**src/logic/bioem_pkg.sv**
```systemverilog
// Package for the bus I/O enable mapper: register map, field positions, codes.
// Assumes a 32-bit AXI4-Lite register bus and a single 100 MHz clock.
package bioem_pkg;
   localparam int          AXI_AW            = 8;
   localparam logic [7:0]  ADDR_CTRL         = 8'h00;
   localparam logic [7:0]  ADDR_STATUS       = 8'h04;
   localparam logic [7:0]  ADDR_SLAVE_ADDR   = 8'h08;
   localparam logic [7:0]  ADDR_BUS_IN       = 8'h0C;
   localparam logic [7:0]  ADDR_BUS_OUT      = 8'h10;
   localparam int          BUS_BITS          = 4;
   localparam int          IN_EN_RIGHT       = 0;
   localparam int          IN_EN_LEFT        = 1;
   localparam int          IN_FIXFREQ2       = 2;
   localparam int          IN_ACK            = 3;
   localparam int          CTRL_COMM_OK      = 0;
   localparam int          CTRL_FAULT_SET    = 1;
   localparam int          CTRL_WARNING      = 2;
   localparam int          CTRL_START_DIS    = 3;
   localparam logic [31:0] CTRL_RESET        = 32'h0000_0000;
   localparam logic [4:0]  SLAVE_ADDR_RESET  = 5'h00;
   localparam logic [1:0]  RESP_OKAY         = 2'b00;
   localparam logic [1:0]  RESP_SLVERR       = 2'b10;
   typedef enum logic [1:0] {
      BIOEM_ST_ERROR   = 2'b00,
      BIOEM_ST_WARNING = 2'b01,
      BIOEM_ST_START_DIS = 2'b10,
      BIOEM_ST_READY   = 2'b11
   } bioem_state_t;
   typedef enum logic [1:0] {
      BIOEM_DIR_OFF   = 2'b00,
      BIOEM_DIR_RIGHT = 2'b01,
      BIOEM_DIR_LEFT  = 2'b10
   } bioem_dir_t;
endpackage

```
**src/logic/bioem_sync.sv**
```systemverilog
// Two-flop synchroniser for a vector of asynchronous pins.
// Assumes the destination runs on aclk.
`timescale 1ns/1ps
module bioem_sync #(
   parameter int W = 1
) (
   input  wire logic         aclk,
   input  wire logic         aresetn,
   input  wire logic [W-1:0] d,
   output logic      [W-1:0] q
);
   logic [W-1:0] meta_reg;
   logic [W-1:0] meta_next;
   logic [W-1:0] q_reg;
   logic [W-1:0] q_next;

   always_comb begin
      meta_next = d;
      q_next    = meta_reg;
   end

   always_ff @(posedge aclk) begin
      if (!aresetn) begin
         meta_reg <= '0;
         q_reg    <= '0;
      end else begin
         meta_reg <= meta_next;
         q_reg    <= q_next;
      end
   end

   assign q = q_reg;
endmodule // bioem_sync

```
**src/logic/bioem_rise.sv**
```systemverilog
// Rising-edge detector on a synchronous level.
// Assumes the input is already in the aclk domain.
`timescale 1ns/1ps
module bioem_rise (
   input  wire logic aclk,
   input  wire logic aresetn,
   input  wire logic sample,
   input  wire logic d,
   output logic      rise
);
   logic last_reg;
   logic last_next;

   always_comb begin
      last_next = sample ? d : last_reg;
   end

   always_ff @(posedge aclk) begin
      if (!aresetn) begin
         last_reg <= 1'b0;
      end else begin
         last_reg <= last_next;
      end
   end

   assign rise = sample & d & ~last_reg;
endmodule // bioem_rise

```
**src/logic/bioem_mapper.sv**
```systemverilog
// Bus I/O enable mapper: fieldbus reference bits to drive control and status.
// Assumes the bus slave front end delivers bits with a one-cycle exchange strobe.
//
// Chosen here: the address map and the AXI4-Lite interface to the registers.
`timescale 1ns/1ps
// How it works
// - Inbound bit0 right enable, bit1 left enable, bit2 fixed frequency 2, bit3 acknowledge.
// - Enables 01 run right, 10 run left, 00 and 11 motor off.
// - Fault clears only on acknowledge rising edge; enable edges never acknowledge.
// - Outbound bits1:0 drive state code; bits 2,3 mirror digital inputs 1,2.
// - Local digital input enable present means bus enable and fixed frequency 2 bits are ignored.
// - Bus fault acknowledge is accepted whenever the link is up, even under local control.
// - Both enables together drop enable and stop at once, no ramp.
// - Communication loss or cable off removes bus enable, motor off under bus control.
// - Slave address resets to 0, shown as new unaddressed slave.
// - Four reference bits each direction every bus cycle.
module bioem_mapper
   import bioem_pkg::*;
(
   input  wire logic                          aclk,
   input  wire logic                          aresetn,
   input  wire logic [bioem_pkg::AXI_AW-1:0]  s_axi_awaddr,
   input  wire logic                          s_axi_awvalid,
   output logic                               s_axi_awready,
   input  wire logic [31:0]                   s_axi_wdata,
   input  wire logic [3:0]                    s_axi_wstrb,
   input  wire logic                          s_axi_wvalid,
   output logic                               s_axi_wready,
   output logic [1:0]                         s_axi_bresp,
   output logic                               s_axi_bvalid,
   input  wire logic                          s_axi_bready,
   input  wire logic [bioem_pkg::AXI_AW-1:0]  s_axi_araddr,
   input  wire logic                          s_axi_arvalid,
   output logic                               s_axi_arready,
   output logic [31:0]                        s_axi_rdata,
   output logic [1:0]                         s_axi_rresp,
   output logic                               s_axi_rvalid,
   input  wire logic                          s_axi_rready,
   input  wire logic [bioem_pkg::BUS_BITS-1:0] bus_in_bits,
   input  wire logic                          bus_exchange,
   input  wire logic                          bus_comm_ok,
   output logic [bioem_pkg::BUS_BITS-1:0]     bus_out_bits,
   input  wire logic                          din1_pin,
   input  wire logic                          din2_pin,
   input  wire logic                          local_enable_right_pin,
   input  wire logic                          local_enable_left_pin,
   input  wire logic                          fault_pin,
   output logic                               run_right,
   output logic                               run_left,
   output logic                               fixed_freq2_sel,
   output logic                               fault_active,
   output logic [4:0]                         slave_address,
   output logic                               slave_unaddressed
);
   import bioem_pkg::*;

   // Pins from outside the clock domain
   logic [4:0] pins_sync;
   bioem_sync #(.W(5)) u_sync (
      .aclk    (aclk),
      .aresetn (aresetn),
      .d       ({fault_pin, local_enable_left_pin, local_enable_right_pin, din2_pin, din1_pin}),
      .q       (pins_sync)
   );
   logic din1_s, din2_s, loc_r_s, loc_l_s, fault_s;
   assign {fault_s, loc_l_s, loc_r_s, din2_s, din1_s} = pins_sync;

   // Software-visible control and address
   logic [31:0] ctrl_reg, ctrl_next;
   logic [4:0]  addr_reg, addr_next;

   // Exchange-latched inbound bits
   logic [BUS_BITS-1:0] in_reg, in_next;
   logic [BUS_BITS-1:0] out_reg, out_next;
   logic                fault_reg, fault_next;

   logic link_up;
   assign link_up = bus_comm_ok & ctrl_reg[CTRL_COMM_OK];

   logic ack_rise;
   bioem_rise u_ack (
      .aclk    (aclk),
      .aresetn (aresetn),
      .sample  (bus_exchange & link_up),
      .d       (bus_in_bits[IN_ACK]),
      .rise    (ack_rise)
   );

   logic local_en;
   logic bus_r, bus_l;
   logic cmd_r, cmd_l;
   assign local_en = loc_r_s | loc_l_s;
   assign bus_r    = link_up & in_reg[IN_EN_RIGHT];
   assign bus_l    = link_up & in_reg[IN_EN_LEFT];
   assign cmd_r    = local_en ? loc_r_s : bus_r;
   assign cmd_l    = local_en ? loc_l_s : bus_l;

   bioem_dir_t dir;
   always_comb begin
      dir = BIOEM_DIR_OFF;
      if (!fault_reg) begin
         case ({cmd_l, cmd_r})
            2'b01:   dir = BIOEM_DIR_RIGHT;
            2'b10:   dir = BIOEM_DIR_LEFT;
            default: dir = BIOEM_DIR_OFF;
         endcase
      end
   end

   bioem_state_t drv_state;
   always_comb begin
      if (fault_reg) begin
         drv_state = BIOEM_ST_ERROR;
      end else if (ctrl_reg[CTRL_WARNING]) begin
         drv_state = BIOEM_ST_WARNING;
      end else if (ctrl_reg[CTRL_START_DIS]) begin
         drv_state = BIOEM_ST_START_DIS;
      end else begin
         drv_state = BIOEM_ST_READY;
      end
   end

   always_comb begin
      in_next         = in_reg;
      out_next        = out_reg;
      fault_next      = fault_reg;
      if (!link_up) begin
         in_next = '0;
      end else if (bus_exchange) begin
         in_next = bus_in_bits;
      end
      if (bus_exchange) begin
         out_next = {din2_s, din1_s, drv_state};
      end
      // Fault source wins over a same-cycle acknowledge
      if (fault_s || ctrl_reg[CTRL_FAULT_SET]) begin
         fault_next = 1'b1;
      end else if (ack_rise) begin
         fault_next = 1'b0;
      end
   end

   always_ff @(posedge aclk) begin
      if (!aresetn) begin
         in_reg         <= '0;
         out_reg        <= {2'b00, BIOEM_ST_READY};
         fault_reg      <= 1'b0;
      end else begin
         in_reg         <= in_next;
         out_reg        <= out_next;
         fault_reg      <= fault_next;
      end
   end

   // AXI4-Lite slave, one write and one read at a time
   logic aw_hold_reg, aw_hold_next, w_hold_reg, w_hold_next;
   logic [7:0]  awaddr_reg, awaddr_next;
   logic [31:0] wdata_reg, wdata_next;
   logic [3:0]  wstrb_reg, wstrb_next;
   logic        bvalid_reg, bvalid_next;
   logic [1:0]  bresp_reg, bresp_next;
   logic        rvalid_reg, rvalid_next;
   logic [31:0] rdata_reg, rdata_next;
   logic [1:0]  rresp_reg, rresp_next;

   assign s_axi_awready = ~aw_hold_reg & ~bvalid_reg;
   assign s_axi_wready  = ~w_hold_reg & ~bvalid_reg;
   assign s_axi_arready = ~rvalid_reg;

   function automatic logic [31:0] merge(input logic [31:0] old, input logic [31:0] d, input logic [3:0] s);
      logic [31:0] r;
      r = old;
      for (int i = 0; i < 4; i++) begin
         if (s[i]) begin
            r[i*8 +: 8] = d[i*8 +: 8];
         end
      end
      return r;
   endfunction

   always_comb begin
      logic [31:0] m;
      m            = '0;
      aw_hold_next = aw_hold_reg;
      w_hold_next  = w_hold_reg;
      awaddr_next  = awaddr_reg;
      wdata_next   = wdata_reg;
      wstrb_next   = wstrb_reg;
      bvalid_next  = bvalid_reg;
      bresp_next   = bresp_reg;
      ctrl_next    = ctrl_reg;
      addr_next    = addr_reg;
      if (s_axi_awvalid && s_axi_awready) begin
         aw_hold_next = 1'b1;
         awaddr_next  = s_axi_awaddr;
      end
      if (s_axi_wvalid && s_axi_wready) begin
         w_hold_next = 1'b1;
         wdata_next  = s_axi_wdata;
         wstrb_next  = s_axi_wstrb;
      end
      if (aw_hold_reg && w_hold_reg) begin
         aw_hold_next = 1'b0;
         w_hold_next  = 1'b0;
         bvalid_next  = 1'b1;
         bresp_next   = RESP_OKAY;
         if (awaddr_reg == ADDR_CTRL) begin
            ctrl_next = merge(ctrl_reg, wdata_reg, wstrb_reg);
         end else if (awaddr_reg == ADDR_SLAVE_ADDR) begin
            m = merge({27'h0, addr_reg}, wdata_reg, wstrb_reg);
            addr_next = m[4:0];
         end else if (awaddr_reg == ADDR_STATUS || awaddr_reg == ADDR_BUS_IN || awaddr_reg == ADDR_BUS_OUT) begin
            bresp_next = RESP_OKAY;
         end else begin
            bresp_next = RESP_SLVERR;
         end
      end
      if (bvalid_reg && s_axi_bready) begin
         bvalid_next = 1'b0;
      end
   end

   always_comb begin
      rvalid_next = rvalid_reg;
      rdata_next  = rdata_reg;
      rresp_next  = rresp_reg;
      if (s_axi_arvalid && s_axi_arready) begin
         rvalid_next = 1'b1;
         rresp_next  = RESP_OKAY;
         if (s_axi_araddr == ADDR_CTRL) begin
            rdata_next = ctrl_reg;
         end else if (s_axi_araddr == ADDR_STATUS) begin
            rdata_next = {25'h0, local_en, run_left, run_right, fault_reg, link_up, drv_state};
         end else if (s_axi_araddr == ADDR_SLAVE_ADDR) begin
            rdata_next = {27'h0, addr_reg};
         end else if (s_axi_araddr == ADDR_BUS_IN) begin
            rdata_next = {28'h0, in_reg};
         end else if (s_axi_araddr == ADDR_BUS_OUT) begin
            rdata_next = {28'h0, out_reg};
         end else begin
            rdata_next = '0;
            rresp_next = RESP_SLVERR;
         end
      end else if (rvalid_reg && s_axi_rready) begin
         rvalid_next = 1'b0;
      end
   end

   always_ff @(posedge aclk) begin
      if (!aresetn) begin
         aw_hold_reg <= 1'b0;
         w_hold_reg  <= 1'b0;
         awaddr_reg  <= '0;
         wdata_reg   <= '0;
         wstrb_reg   <= '0;
         bvalid_reg  <= 1'b0;
         bresp_reg   <= RESP_OKAY;
         rvalid_reg  <= 1'b0;
         rdata_reg   <= '0;
         rresp_reg   <= RESP_OKAY;
         ctrl_reg    <= CTRL_RESET;
         addr_reg    <= SLAVE_ADDR_RESET;
      end else begin
         aw_hold_reg <= aw_hold_next;
         w_hold_reg  <= w_hold_next;
         awaddr_reg  <= awaddr_next;
         wdata_reg   <= wdata_next;
         wstrb_reg   <= wstrb_next;
         bvalid_reg  <= bvalid_next;
         bresp_reg   <= bresp_next;
         rvalid_reg  <= rvalid_next;
         rdata_reg   <= rdata_next;
         rresp_reg   <= rresp_next;
         ctrl_reg    <= ctrl_next;
         addr_reg    <= addr_next;
      end
   end

   // Outputs; direction combinational so a double enable stops in the same cycle
   assign run_right         = (dir == BIOEM_DIR_RIGHT);
   assign run_left          = (dir == BIOEM_DIR_LEFT);
   assign fixed_freq2_sel   = ~local_en & link_up & in_reg[IN_FIXFREQ2];
   assign fault_active      = fault_reg;
   assign bus_out_bits      = out_reg;
   assign slave_address     = addr_reg;
   assign slave_unaddressed = (addr_reg == 5'h00);
   assign s_axi_bvalid      = bvalid_reg;
   assign s_axi_bresp       = bresp_reg;
   assign s_axi_rvalid      = rvalid_reg;
   assign s_axi_rdata       = rdata_reg;
   assign s_axi_rresp       = rresp_reg;
endmodule // bioem_mapper

```
**config.mk**
```make
export PLATFORM = sky130hd
export DESIGN_NAME = bioem_mapper
export DESIGN_NICKNAME = d
export VERILOG_FILES = /design/src/logic/bioem_pkg.sv /design/src/logic/bioem_sync.sv /design/src/logic/bioem_rise.sv /design/src/logic/bioem_mapper.sv
export SDC_FILE = /design/constraint.sdc
export NUM_CORES = 1
export LEC_CHECK = 0
export BUFFER_PORTS_ARGS = -buffer_cell sky130_fd_sc_hd__buf_2
export CORE_ASPECT_RATIO = 1.2
export CORE_MARGIN = 2
export CORE_UTILIZATION = 29
export DETAILED_ROUTE_END_ITERATION = 12
export PLACE_DENSITY = 0.5
export SYNTH_ARGS = -nofsm -noshare
export SYNTH_HDL_FRONTEND = slang
export SYNTH_SLANG_ARGS = --single-unit
```
**constraint.sdc**
```tcl
create_clock -name aclk -period 1.8 [get_ports aclk]
set_input_delay 0.27 -clock aclk [delete_from_list [all_inputs] [get_ports aclk]]
set_output_delay 0.27 -clock aclk [all_outputs]
set_load 0.005 [all_outputs]
```
# After elaboration in Yosys (flattened, before gate mapping)

Index checks and enable logic that the tools add are counted.

Output and inout port bits: 55
Word-level logic and storage cells: 98
Register bits after elaboration: 141

Reduce and logical (&&, ||, !) cells: 22
Eq/ne operators: 12
Muxes and demuxes: 24
Bitwise operators: 19

Operators with widths:

| cell               | number |
|---|---|
| $eq 8x4->1 const B | 4 |
| $mux 32            | 1 |
| $mux 2             | 11 |
| $eq 8x3->1 const B | 2 |
| $eq 8x5->1 const B | 2 |
| $logic_not 8->1    | 2 |
| $reduce_and 3->1   | 4 |
| $and 1x1->1        | 10 |
| $mux 4             | 2 |
| $not 1->1          | 8 |
| $mux 1             | 7 |
| $mux 7             | 1 |
| $logic_and 1x1->1  | 6 |
| $logic_not 5->1    | 1 |
| $mux 5             | 1 |
| $eq 2x1->1 const B | 2 |
| $eq 2x2->1 const B | 2 |
| $pmux 2 s2         | 1 |
| $reduce_and 4->1   | 1 |
| $reduce_bool 2->1  | 2 |
| $reduce_or 2->1    | 2 |
| $logic_or 1x1->1   | 3 |
| $reduce_and 2->1   | 1 |
| $or 1x1->1         | 1 |

# Longest topological paths before layout

Gate-level depths: netlist of run 1.

Depth in word-level cells: 9
Gate-level depth with buffers: 6
Gate-level depth less buffers: 4

# Cells and area by module

A second synthesis of run 1 with hierarchy kept.

Cells, all modules: 652
Area, all modules: 5459.0 sq um

Modules (own cells, without submodules):

| module       | seq. area each (sq um) | times used | cells each | area an instance (sq um) |
|---|---|---|---|---|
| bioem_mapper | 2562.5                 | 1          | 627        | 5154.9 |
| bioem_sync   | 200.2                  | 1          | 20         | 262.8 |
| bioem_rise   | 20.0                   | 1          | 5          | 41.3 |

# Worst setup path before layout of run 1

OpenSTA, ideal clock, no wires.

Kind: input -> register
Start: in s_axi_araddr[4] in the netlist's numbering
End: reg rdata_reg[0], in the netlist s_axi_rdata[0]
Arrival: 1.385 ns
Buffers on the path: 0
Slack: 0.298 ns
Required time: 1.683 ns
Cell stages on the path: 4
Cells stage by stage: or4_4 nor4_4 o21ai_0 a32o_1

Longest elaborated chain between the ends: 6

Ends and longest elaborated chain:

| item                   | RTL line            | RTL |
|---|---|---|
| start: declaration     | bioem_mapper.sv:32  | `input wire logic [bioem_pkg::AXI_AW-1:0] s_axi_araddr,` |
| $eq 8x5->1             | bioem_mapper.sv:238 | `end else if (s_axi_araddr == ADDR_BUS_OUT) begin` |
| $mux 4                 | bioem_mapper.sv:238 |  |
| $mux 4                 | bioem_mapper.sv:236 | `end else if (s_axi_araddr == ADDR_BUS_IN) begin` |
| $mux 5                 | bioem_mapper.sv:234 | `end else if (s_axi_araddr == ADDR_SLAVE_ADDR) begin` |
| $mux 7                 | bioem_mapper.sv:232 | `end else if (s_axi_araddr == ADDR_STATUS) begin` |
| $mux 32 (*)            | bioem_mapper.sv:230 | `if (s_axi_araddr == ADDR_CTRL) begin` |
| end signal: assignment | bioem_mapper.sv:272 | `rdata_reg <= rdata_next;` |
| end: declaration       | bioem_mapper.sv:163 | `logic [31:0] rdata_reg, rdata_next;` |

Mark *: on every way between the ends. The rest lies on a longest branch, timed or not.
A chain may end at the register's enable or synchronous reset.

# Worst setup path in the final report of run 1

Start: reg addr_reg[1], in the netlist slave_address[1]
End: out slave_unaddressed

Longest elaborated chain between the ends: 1

Ends and longest elaborated chain:

| item                     | RTL line            | RTL |
|---|---|---|
| start: declaration       | bioem_mapper.sv:70  | `logic [4:0] addr_reg, addr_next;` |
| start signal: assignment | bioem_mapper.sv:275 | `addr_reg <= addr_next;` |
| $logic_not 5->1          | bioem_mapper.sv:286 | `assign slave_unaddressed = (addr_reg == 5'h00);` |
| end: declaration         | bioem_mapper.sv:53  | `output logic slave_unaddressed` |

Every way passes these cells.

==> qor.txt, run 1 <==
commonest cells after routing, fill and taps aside -> nand2_1 (196), dfxtp_1 (136), buf_2 (121)
slowest cell delay on critical path -> 0.51 ns
total of max-cap violations -> 0
Gate Count Post-Synth -> 642
Synth Area in Compound Gates -> 16.6%
# DRC -> 0
Hold Violations, Final -> 0
share of layout cells above drive strength 1 -> 24.7%
prevailing post-synth register cell -> dfxtp_1
crit path DAT -> 1.46 ns
Final Max Tran Viols -> 0
remaining antenna violation count -> 0
First-pass DRT Iterations -> 4
PD cells -> 1060 mW/mm^2
slowest stage cell, crit path -> or4_1
CP startpoint kind -> register
clock buffer depth -> 2
first-pass GRT wire length -> 22300 um
worst setup path class -> reg -> out
f_max -> 0.577 GHz
GR Util All Layers -> 14.3%
Max IR drop VDD -> 0.590 mV
Final Power -> 7.44 mW
Routed WL -> 13700 um
Setup-failing EPs final -> 0
Starting Density -> 29.7%
Setup TNS -> 0 ns
Multi-input gate area -> 0.00248 sq mm
post-synthesis adder-cell area fraction -> 0%
sequential cell area -> 0.00279 sq mm
worst hold path type -> in -> reg
DRT iter0 DRCs -> 294
average size of a mapped cell -> 8.45 sq um
hold slack final -> 0.0553 ns
worst-path cell chain -> or4_1 > nor2_1 > buf_2
fin crit period -> 1.73 ns
average wire per standard cell -> 13.7 um
# diodes -> 0
Root Driver -> clkbuf_16
vias in the first global route -> 4506
Post-Synth XOR/XNOR Area -> 0%
sequential area share after synthesis -> 51.3%
final period utilization -> 96.3%
Layout area overhead -> 29.0%
critical path endpoint category -> output port
Skew-Pair Late Insertion Delay -> 0.42 ns
dpl hpwl -> 9680 um
Mapped Area -> 0.00542 sq mm
CTS H-tree lvls -> 4
GP Congestion -> 0.835
Place WS -> 0.0885 ns
initial antenna violation count -> 0
Die Ht -> 154 um
final setup skew -> 0.00802 ns
#FFs+latches synth -> 139
RSZ-0062 raised after global routing -> no
routed vias/inst -> 4.62
I/O Buffers -> 122
clock buffer count from CTS -> 17
Synth Area in Simple Gates -> 25.6%
Rows -> 54
Yosys warning total -> 0
CTS Sinks -> 139
Post-synth EDFFs -> 0
die width -> 129 um
Max FO, Critical Path -> 4
FFs w/ async S/R, synth -> 0%
Core Area -> 0.0182 sq mm
most common cell after layout, fill and taps aside -> nand2_1
CTS tree -> yes
status -> finished clean
post-synthesis cell type count -> 43
global route overflow -> 0
multiplexer share of the synthesized area -> 2.63%
Worst EP required -> 1.53 ns
largest net degree at the start of global routing -> 71
clock transition at the registers of the reported paths -> 0.06 ns
Final WS setup -> 0.0660 ns
die area -> 0.0198 sq mm
Leak -> 2.75 nW
io pins -> 125
reg2reg setup slack -> 0.28 ns
routed vias -> 4606
Final #Nets -> 830
Layout fillers -> 1918
largest family of logic cells by synthesized area -> simple AND/OR/NAND/NOR gates
-- cells in the mapped netlist, types with 6 or more instances --
| library cell | number | area (sq um) |
|---|---|---|
| clkbuf_1 | 29 | 109 |
| nor2_1 | 11 | 41.3 |
| and2_1 | 15 | 93.8 |
| buf_2 | 6 | 30.0 |
| o21ai_0 | 45 | 225 |
| dfxtp_1 | 139 | 2780 |
| mux2i_1 | 12 | 120 |
| nand2b_1 | 7 | 43.8 |
| nand3_1 | 34 | 170 |
| nand2_1 | 196 | 736 |
| a21boi_0 | 49 | 368 |
| nor3b_1 | 7 | 52.6 |
| a21oi_1 | 29 | 145 |
-- report_power, final --
group	total (mW)	internal [mW]	switching (mW)
Sequential	3.23	3.17	0.0588
Combinational	0.524	0.222	0.302
Clock	3.69	2.33	1.36
-- metal layers --
layer	global-route usage (%)	wire length [um]	vias to the layer above	share of wire, %
met1	17.8	6320	2075	46
met4	5.85	212	0	1.6
met3	3.72	591	11	4.3
li1	-	-	2402	-
met5	0	0	-	0
met2	23.4	6550	118	48
-- worst max-delay path, delay by kind of cell, from the launching register on --
family,cells,cell delay [ns]
and+or+nand+nor,2,0.60
DFF,1,0.34
buffers and inverters,1,0.11
-- per-stage QoR --
step | cell area (sq um) | cells | utilization [%]
after floorplan | 5430 | 643 | -
after global placement | 6320 | 964 | 34.6
after detailed placement | 6320 | 964 | 34.6
after CTS | 6950 | 996 | 38.1
after global routing | 6990 | 997 | 38.3
final | 6990 | 997 | 38.3
-- kinds of logic (layout without fill, tap and decap cells) --
family                 count (synthesis)  count (layout)
and+or+nand+nor                      299             299
AOI/OAI and AO/OA                    142             142
other                                  1               2
buffers and inverters                 47             177
DFF                                  139             139
muxes                                 14              14
-- timing repair --
item	in CTS	in global routing
pin swaps	0	1
endpoints found under the hold margin	0	0
gates resized for setup	2	10
endpoints found under the setup margin	2	3
hold buffers	0	0
buffers inserted	0	1
-- layout make-up --
cell class / count / share of cell area (%)
multi-input combinational: 457 / 35.4
timing repair buffer: 141 / 11.6
clock buffer: 18 / 6.14
inverter: 4 / 0.215
tap: 224 / 4.01
clock inverter: 14 / 2.77
sequential: 139 / 39.9
-- final timing paths --
path / to / from / depth (start not counted)
worst max-delay path: slave_unaddressed / slave_address[1] / 3
worst min-delay path: u_sync.meta_reg[4] / fault_pin / 2
worst max register to register: slave_address[2] / aw_hold_reg / 4
worst min register to register: u_sync.q[4] / u_sync.meta_reg[4] / 1
No activity file was read; power rests on OpenSTA's default activity.
==> inputs of run 2 (changes only) <==
--- a/config.mk
+++ b/config.mk
@@ -13,4 +13,5 @@
 export PLACE_DENSITY = 0.5
 export SYNTH_ARGS = -nofsm -noshare
 export SYNTH_HDL_FRONTEND = slang
+export SYNTH_HIERARCHICAL = 1
 export SYNTH_SLANG_ARGS = --single-unit
==> run 2 against run 1 <==
  * Routed wire length grew 5.0%
  * Global-route usage up 0.76 points
  * First-iteration DRC count shrank 30%
  * Non-clock buffer count up 3
  * Final cell count increased by 4.0%
  * Area after synthesis is 0.65% higher
  * Sequential share of layout area fell by 0.39 points
  * Via count is 1.1% higher
  * Worst setup slack better by 0.0084 ns
  * Clock skew down 0.0023 ns
  * Flip-flop and latch count did not move
  * Clock power fell by 4%
  * Largest power group unchanged
==> qor.txt, run 2 <==
Starting Density -> 29.8%
Worst Hold Launch -> local_enable_left_pin
# diodes -> 0
Worst EP required -> 1.53 ns
largest net degree at the start of global routing -> 81
Post-CTS Hold Buffers -> 0
Rows -> 54
sink of the worst hold path -> u_sync/meta_reg[3]
met3 usage -> 3.87%
Hold Path Depth -> 2
GP Congestion -> 0.833
Leak -> 2.80 nW
met2 GRT Util -> 25.1%
CP delay by family, top -> simple AND/OR/NAND/NOR gates
Hold Violations, Final -> 0
fin crit period -> 1.73 ns
worst hold path type -> in -> reg
I/O Buffers -> 122
final period utilization -> 95.9%
average wire per standard cell -> 13.8 um
Root Driver -> clkbuf_16
prevailing post-synth register cell -> dfxtp_1
worst-path cell chain -> or4_1 > nor2_1 > buf_2
Worst R2R Path Depth -> 5
Skew-Pair Late Insertion Delay -> 0.42 ns
die width -> 129 um
status -> finished clean
initial antenna violation count -> 0
Psw -> 1.71 mW
post-synthesis cell type count -> 46
internal power -> 5.61 mW
sw frac -> 23.4%
Synth area leader -> dfxtp_1
sequential cell area -> 0.00279 sq mm
io pins -> 125
# DRC -> 0
Comb pwr share -> 7.3%
slowest cell delay on critical path -> 0.49 ns
PD cells -> 1040 mW/mm^2
clock buffer count from CTS -> 17
Multi-input gate area -> 0.00250 sq mm
Post-synth EDFFs -> 0
sequential area share after synthesis -> 51.0%
Layout area overhead -> 29.2%
final setup skew -> 0.00568 ns
worst setup path class -> reg -> out
Max IR drop VDD -> 0.662 mV
global route overflow -> 0
FF-to-FF Start -> awaddr_reg[1]
crit path DAT -> 1.46 ns
Final WS setup -> 0.0744 ns
CP startpoint kind -> register
DRT iter0 DRCs -> 207
gr busiest metal -> met2
top cells by count, synth -> nand2_1 (190), dfxtp_1 (139), a21boi_0 (48), nand3_1 (38), o21ai_0 (38)
critical path launch point -> slave_address[1]
average size of a mapped cell -> 8.37 sq um
routed vias -> 4656
clock buffer depth -> 2
dpl hpwl -> 9790 um
Core Area -> 0.0183 sq mm
Gate Count Post-Synth -> 652
Yosys warning total -> 6
FF-to-FF End -> slave_address[1]
Final Max Tran Viols -> 0
Synth area leaders -> dfxtp_1 (51%), nand2_1 (13%), a21boi_0 (6.6%), nand3_1 (3.5%), o21ai_0 (3.5%)
Core Util, Final -> 38.5%
CTS H-tree lvls -> 4
RSZ-0062 raised after global routing -> yes
most common cell after layout, fill and taps aside -> nand2_1
post-synth top area share -> 51.0%
critical path endpoint category -> output port
commonest cells after routing, fill and taps aside -> nand2_1 (190), dfxtp_1 (137), buf_2 (121)
Routed WL -> 14400 um
Max FO, Critical Path -> 4
reg2reg setup slack -> 0.29 ns
share of layout cells above drive strength 1 -> 24.2%
clock transition at the registers of the reported paths -> 0.06 ns
#FFs+latches synth -> 139
CTS Sinks -> 139
FFs w/ async S/R, synth -> 0%
Layout fillers -> 1996
Place WS -> 0.0705 ns
slowest stage cell, crit path -> or4_1
met1 Use GR -> 18.4%
CTS tree -> yes
routed vias/inst -> 4.49
first-pass GRT wire length -> 23500 um
f_max -> 0.579 GHz
die area -> 0.0199 sq mm
Reg power frac -> 44.1%
GR Util All Layers -> 15.1%
most frequent cell after synthesis -> nand2_1
Die Ht -> 154 um
Worst Path Buf+Inv -> 1
remaining antenna violation count -> 0
Setup-failing EPs final -> 0
Final #Nets -> 842
Mapped Area -> 0.00546 sq mm
First-pass DRT Iterations -> 5
Clock Power Share -> 48.6%
total of max-cap violations -> 0
vias in the first global route -> 4601
-- run 2: worst max path at each step --
| stage | endpoint | depth (start not counted) |
|---|---|---|
| finish | slave_unaddressed | 3 |
| global route | slave_unaddressed | 3 |
| CTS | slave_unaddressed | 3 |
| detailed placement | s_axi_rdata[4] | 5 |
| global placement | s_axi_rdata[4] | 5 |
| floorplan | s_axi_rdata[4] | 4 |
-- run 2: final cells by class --
class,count,area share (%)
flip-flops and latches,139,39.5
multi-input cells,466,35.4
repair buffers,144,11.7
clock buffers,23,7.06
well taps,252,4.47
clock inverters,9,1.58
inverters,4,0.213
-- run 2: what timing repair did --
| item | CTS | global route |
|---|---|---|
| gates resized for setup | 1 | 2 |
| setup buffers | 0 | 3 |
| setup endpoints to repair | 1 | 3 |
| pin swaps | 1 | 3 |
-- run 2: cell families after synthesis --
family / count (synthesis) / share of synthesized area, %
muxes: 14 / 2.57
and+or+nand+nor: 307 / 25.9
other: 1 / 0.0687
AOI/OAI and AO/OA: 143 / 17.0
DFF: 139 / 51.0
buffers and inverters: 48 / 3.48
-- run 2: worst reg2reg max path: stages, from the launching register on --
cell and delay, ns:
dfxtp_1 0.33, nor4_4 0.42, nand3b_1 0.14, nor3_2 0.17
buf_4 0.18, mux2i_1 0.19
-- run 2: power by group through the flow --
stage / Clock (mW) / Sequential, mW / Combinational [mW]
2_1_floorplan: 0 / 3.28 / 0.312
3_3_place_gp: 0 / 3.29 / 0.545
3_5_place_dp: 0 / 3.29 / 0.547
4_1_cts: 3.65 / 3.23 / 0.548
5_1_grt: 3.79 / 3.24 / 0.612
6_report: 3.56 / 3.23 / 0.536
-- run 2: layer usage --
layer	share of wire [%]	vias up
met1	46	2098
met4	1.9	0
met3	4.6	18
met2	48	99
met5	0	-
li1	-	2441
-- run 2: metrics by stage --
| stage | hold slack [ns] | power, mW | setup TNS [ns] | cells | area (sq um) |
|---|---|---|---|---|---|
| 2_1_floorplan | 0.392 | 3.59 | 0 | 653 | 5460 |
| 3_3_place_gp | 0.424 | 3.84 | 0 | 1002 | 6410 |
| 4_1_cts | 0.0265 | 7.43 | 0 | 1034 | 7030 |
| 6_report | 0.0480 | 7.32 | 0 | 1037 | 7050 |
| 3_5_place_dp | 0.420 | 3.84 | 0 | 1002 | 6410 |
| 5_1_grt | 0.0321 | 7.64 | -0.0342 | 1037 | 7050 |
==> inputs of run 3 (changes only) <==
--- a/config.mk
+++ b/config.mk
@@ -11,6 +11,8 @@
 export CORE_UTILIZATION = 29
 export DETAILED_ROUTE_END_ITERATION = 12
 export PLACE_DENSITY = 0.5
+export REMOVE_ABC_BUFFERS = 1
+export SETUP_SLACK_MARGIN = 0.05
 export SYNTH_ARGS = -nofsm -noshare
 export SYNTH_HDL_FRONTEND = slang
 export SYNTH_HIERARCHICAL = 1
==> run 3 against run 2 <==
  * Combinational power about the same
  * Critical path depth unchanged
  * Routed wire length decreased by 1.9%
  * Flip-flop and latch count unchanged
  * Sequential share of layout area increased by 0.47 points
  * First-iteration DRC count increased by 34%
  * Non-clock buffer count increased by 1
  * Global-route usage decreased by 0.65 points
  * Via count about the same
  * Worst setup slack improved by 0.012 ns
  * Critical endpoint unchanged
==> qor.txt, run 3 (synthesis results as in run 2) <==
status -> finished clean
initial antenna violation count -> 0
Final Max Tran Viols -> 0
CTS H-tree lvls -> 4
Final #Nets -> 843
GP Congestion -> 0.818
Multi-input gate area -> 0.00250 sq mm
vias in the first global route -> 4413
PD cells -> 987 mW/mm^2
worst hold path type -> in -> reg
critical path endpoint category -> output port
Rows -> 54
die width -> 129 um
clock transition at the registers of the reported paths -> 0.05 ns
Skew-Pair Late Insertion Delay -> 0.42 ns
Worst EP required -> 1.53 ns
average wire per standard cell -> 13.6 um
global route overflow -> 0
Clock Power Share -> 45.4%
clock buffer depth -> 2
routed vias/inst -> 4.49
CTS tree -> yes
die area -> 0.0199 sq mm
remaining antenna violation count -> 0
sw frac -> 23.6%
Comb pwr share -> 7.8%
Core Area -> 0.0183 sq mm
CP startpoint kind -> register
Hold Violations, Final -> 0
fin crit period -> 1.71 ns
Root Driver -> clkbuf_16
Max IR drop VDD -> 0.636 mV
Layout area overhead -> 27.8%
commonest cells after routing, fill and taps aside -> nand2_1 (190), dfxtp_1 (137), buf_2 (121)
Layout fillers -> 1973
First-pass DRT Iterations -> 4
f_max -> 0.584 GHz
Setup-failing EPs final -> 0
Final WS setup -> 0.0868 ns
crit path DAT -> 1.44 ns
dpl hpwl -> 9660 um
final setup skew -> 0.00948 ns
RSZ-0062 raised after global routing -> yes
most common cell after layout, fill and taps aside -> nand2_1
CTS Sinks -> 139
internal power -> 5.26 mW
worst setup path class -> reg -> out
Core Util, Final -> 38.1%
Routed WL -> 14100 um
Place WS -> 0.0497 ns
sequential cell area -> 0.00279 sq mm
# DRC -> 0
io pins -> 125
Reg power frac -> 46.9%
share of layout cells above drive strength 1 -> 23.8%
DRT iter0 DRCs -> 278
Die Ht -> 154 um
Psw -> 1.63 mW
GR Util All Layers -> 14.4%
final period utilization -> 95.2%
routed vias -> 4658
largest net degree at the start of global routing -> 83
# diodes -> 0
first-pass GRT wire length -> 22500 um
Leak -> 2.76 nW
clock buffer count from CTS -> 17
I/O Buffers -> 122
Starting Density -> 29.8%
total of max-cap violations -> 0
Max FO, Critical Path -> 2
-- run 3: final cells by class --
cell class / count / share of cell area (%)
Multi-Input combinational cell: 466 / 35.9
Tap cell: 252 / 4.52
Timing Repair Buffer: 145 / 12.0
Clock inverter: 9 / 1.08
Sequential cell: 139 / 40.0
Clock buffer: 22 / 6.37
Inverter: 4 / 0.215
-- run 3: what timing repair did --
action                                  in CTS  in global routing
hold buffers                                 0                  0
endpoints found under the setup margin       1                  3
pin swaps                                    2                  1
resized for setup                            3                  2
buffers inserted                             1                  0
-- run 3: path summary, 6_finish.rpt --
| path | start | to | slack [ns] | depth (start not counted) |
|---|---|---|---|---|
| max | slave_address[1] | slave_unaddressed | 0.09 | 3 |
| min | local_enable_left_pin | u_sync/meta_reg[3] | 0.06 | 2 |
| max reg2reg | awaddr_reg[1] | slave_address[1] | 0.28 | 5 |
| min reg2reg | u_sync/meta_reg[4] | u_sync/q[4] | 0.43 | 1 |
-- run 3: layer usage --
layer  vias up  track usage (%)  routed length [um]
met3        14             3.60                 541
met1      2111             18.4                6670
met4         0             4.97                 193
met2        88             23.7                6690
li1       2445                -                   -
met5         -                0                   0
-- run 3: worst max-delay path, stage by stage, from the launching register on --
cell     delay (ns)
dfxtp_4        0.33
or4_4          0.50
nor2_1         0.09
buf_2          0.11
-- run 3: metrics by stage --
stage               hold WS, ns  instances  cell area, sq um  power, mW  TNS, ns
CTS                      0.0455       1037              6970       6.99        0
detailed placement        0.417       1005              6440       3.84        0
floorplan                 0.332        609              5290       3.53   -12.70
global placement          0.418       1005              6440       3.84        0
finish                   0.0609       1037              6980       6.89        0
global route             0.0497       1037              6980       7.19        0
-- run 3: power by group through the flow --
stage / logic [mW] / registers (mW) / clock network, mW
global placement: 0.544 / 3.29 / 0
global route: 0.606 / 3.24 / 3.35
detailed placement: 0.545 / 3.29 / 0
floorplan: 0.245 / 3.28 / 0
CTS: 0.547 / 3.23 / 3.21
finish: 0.536 / 3.23 / 3.12
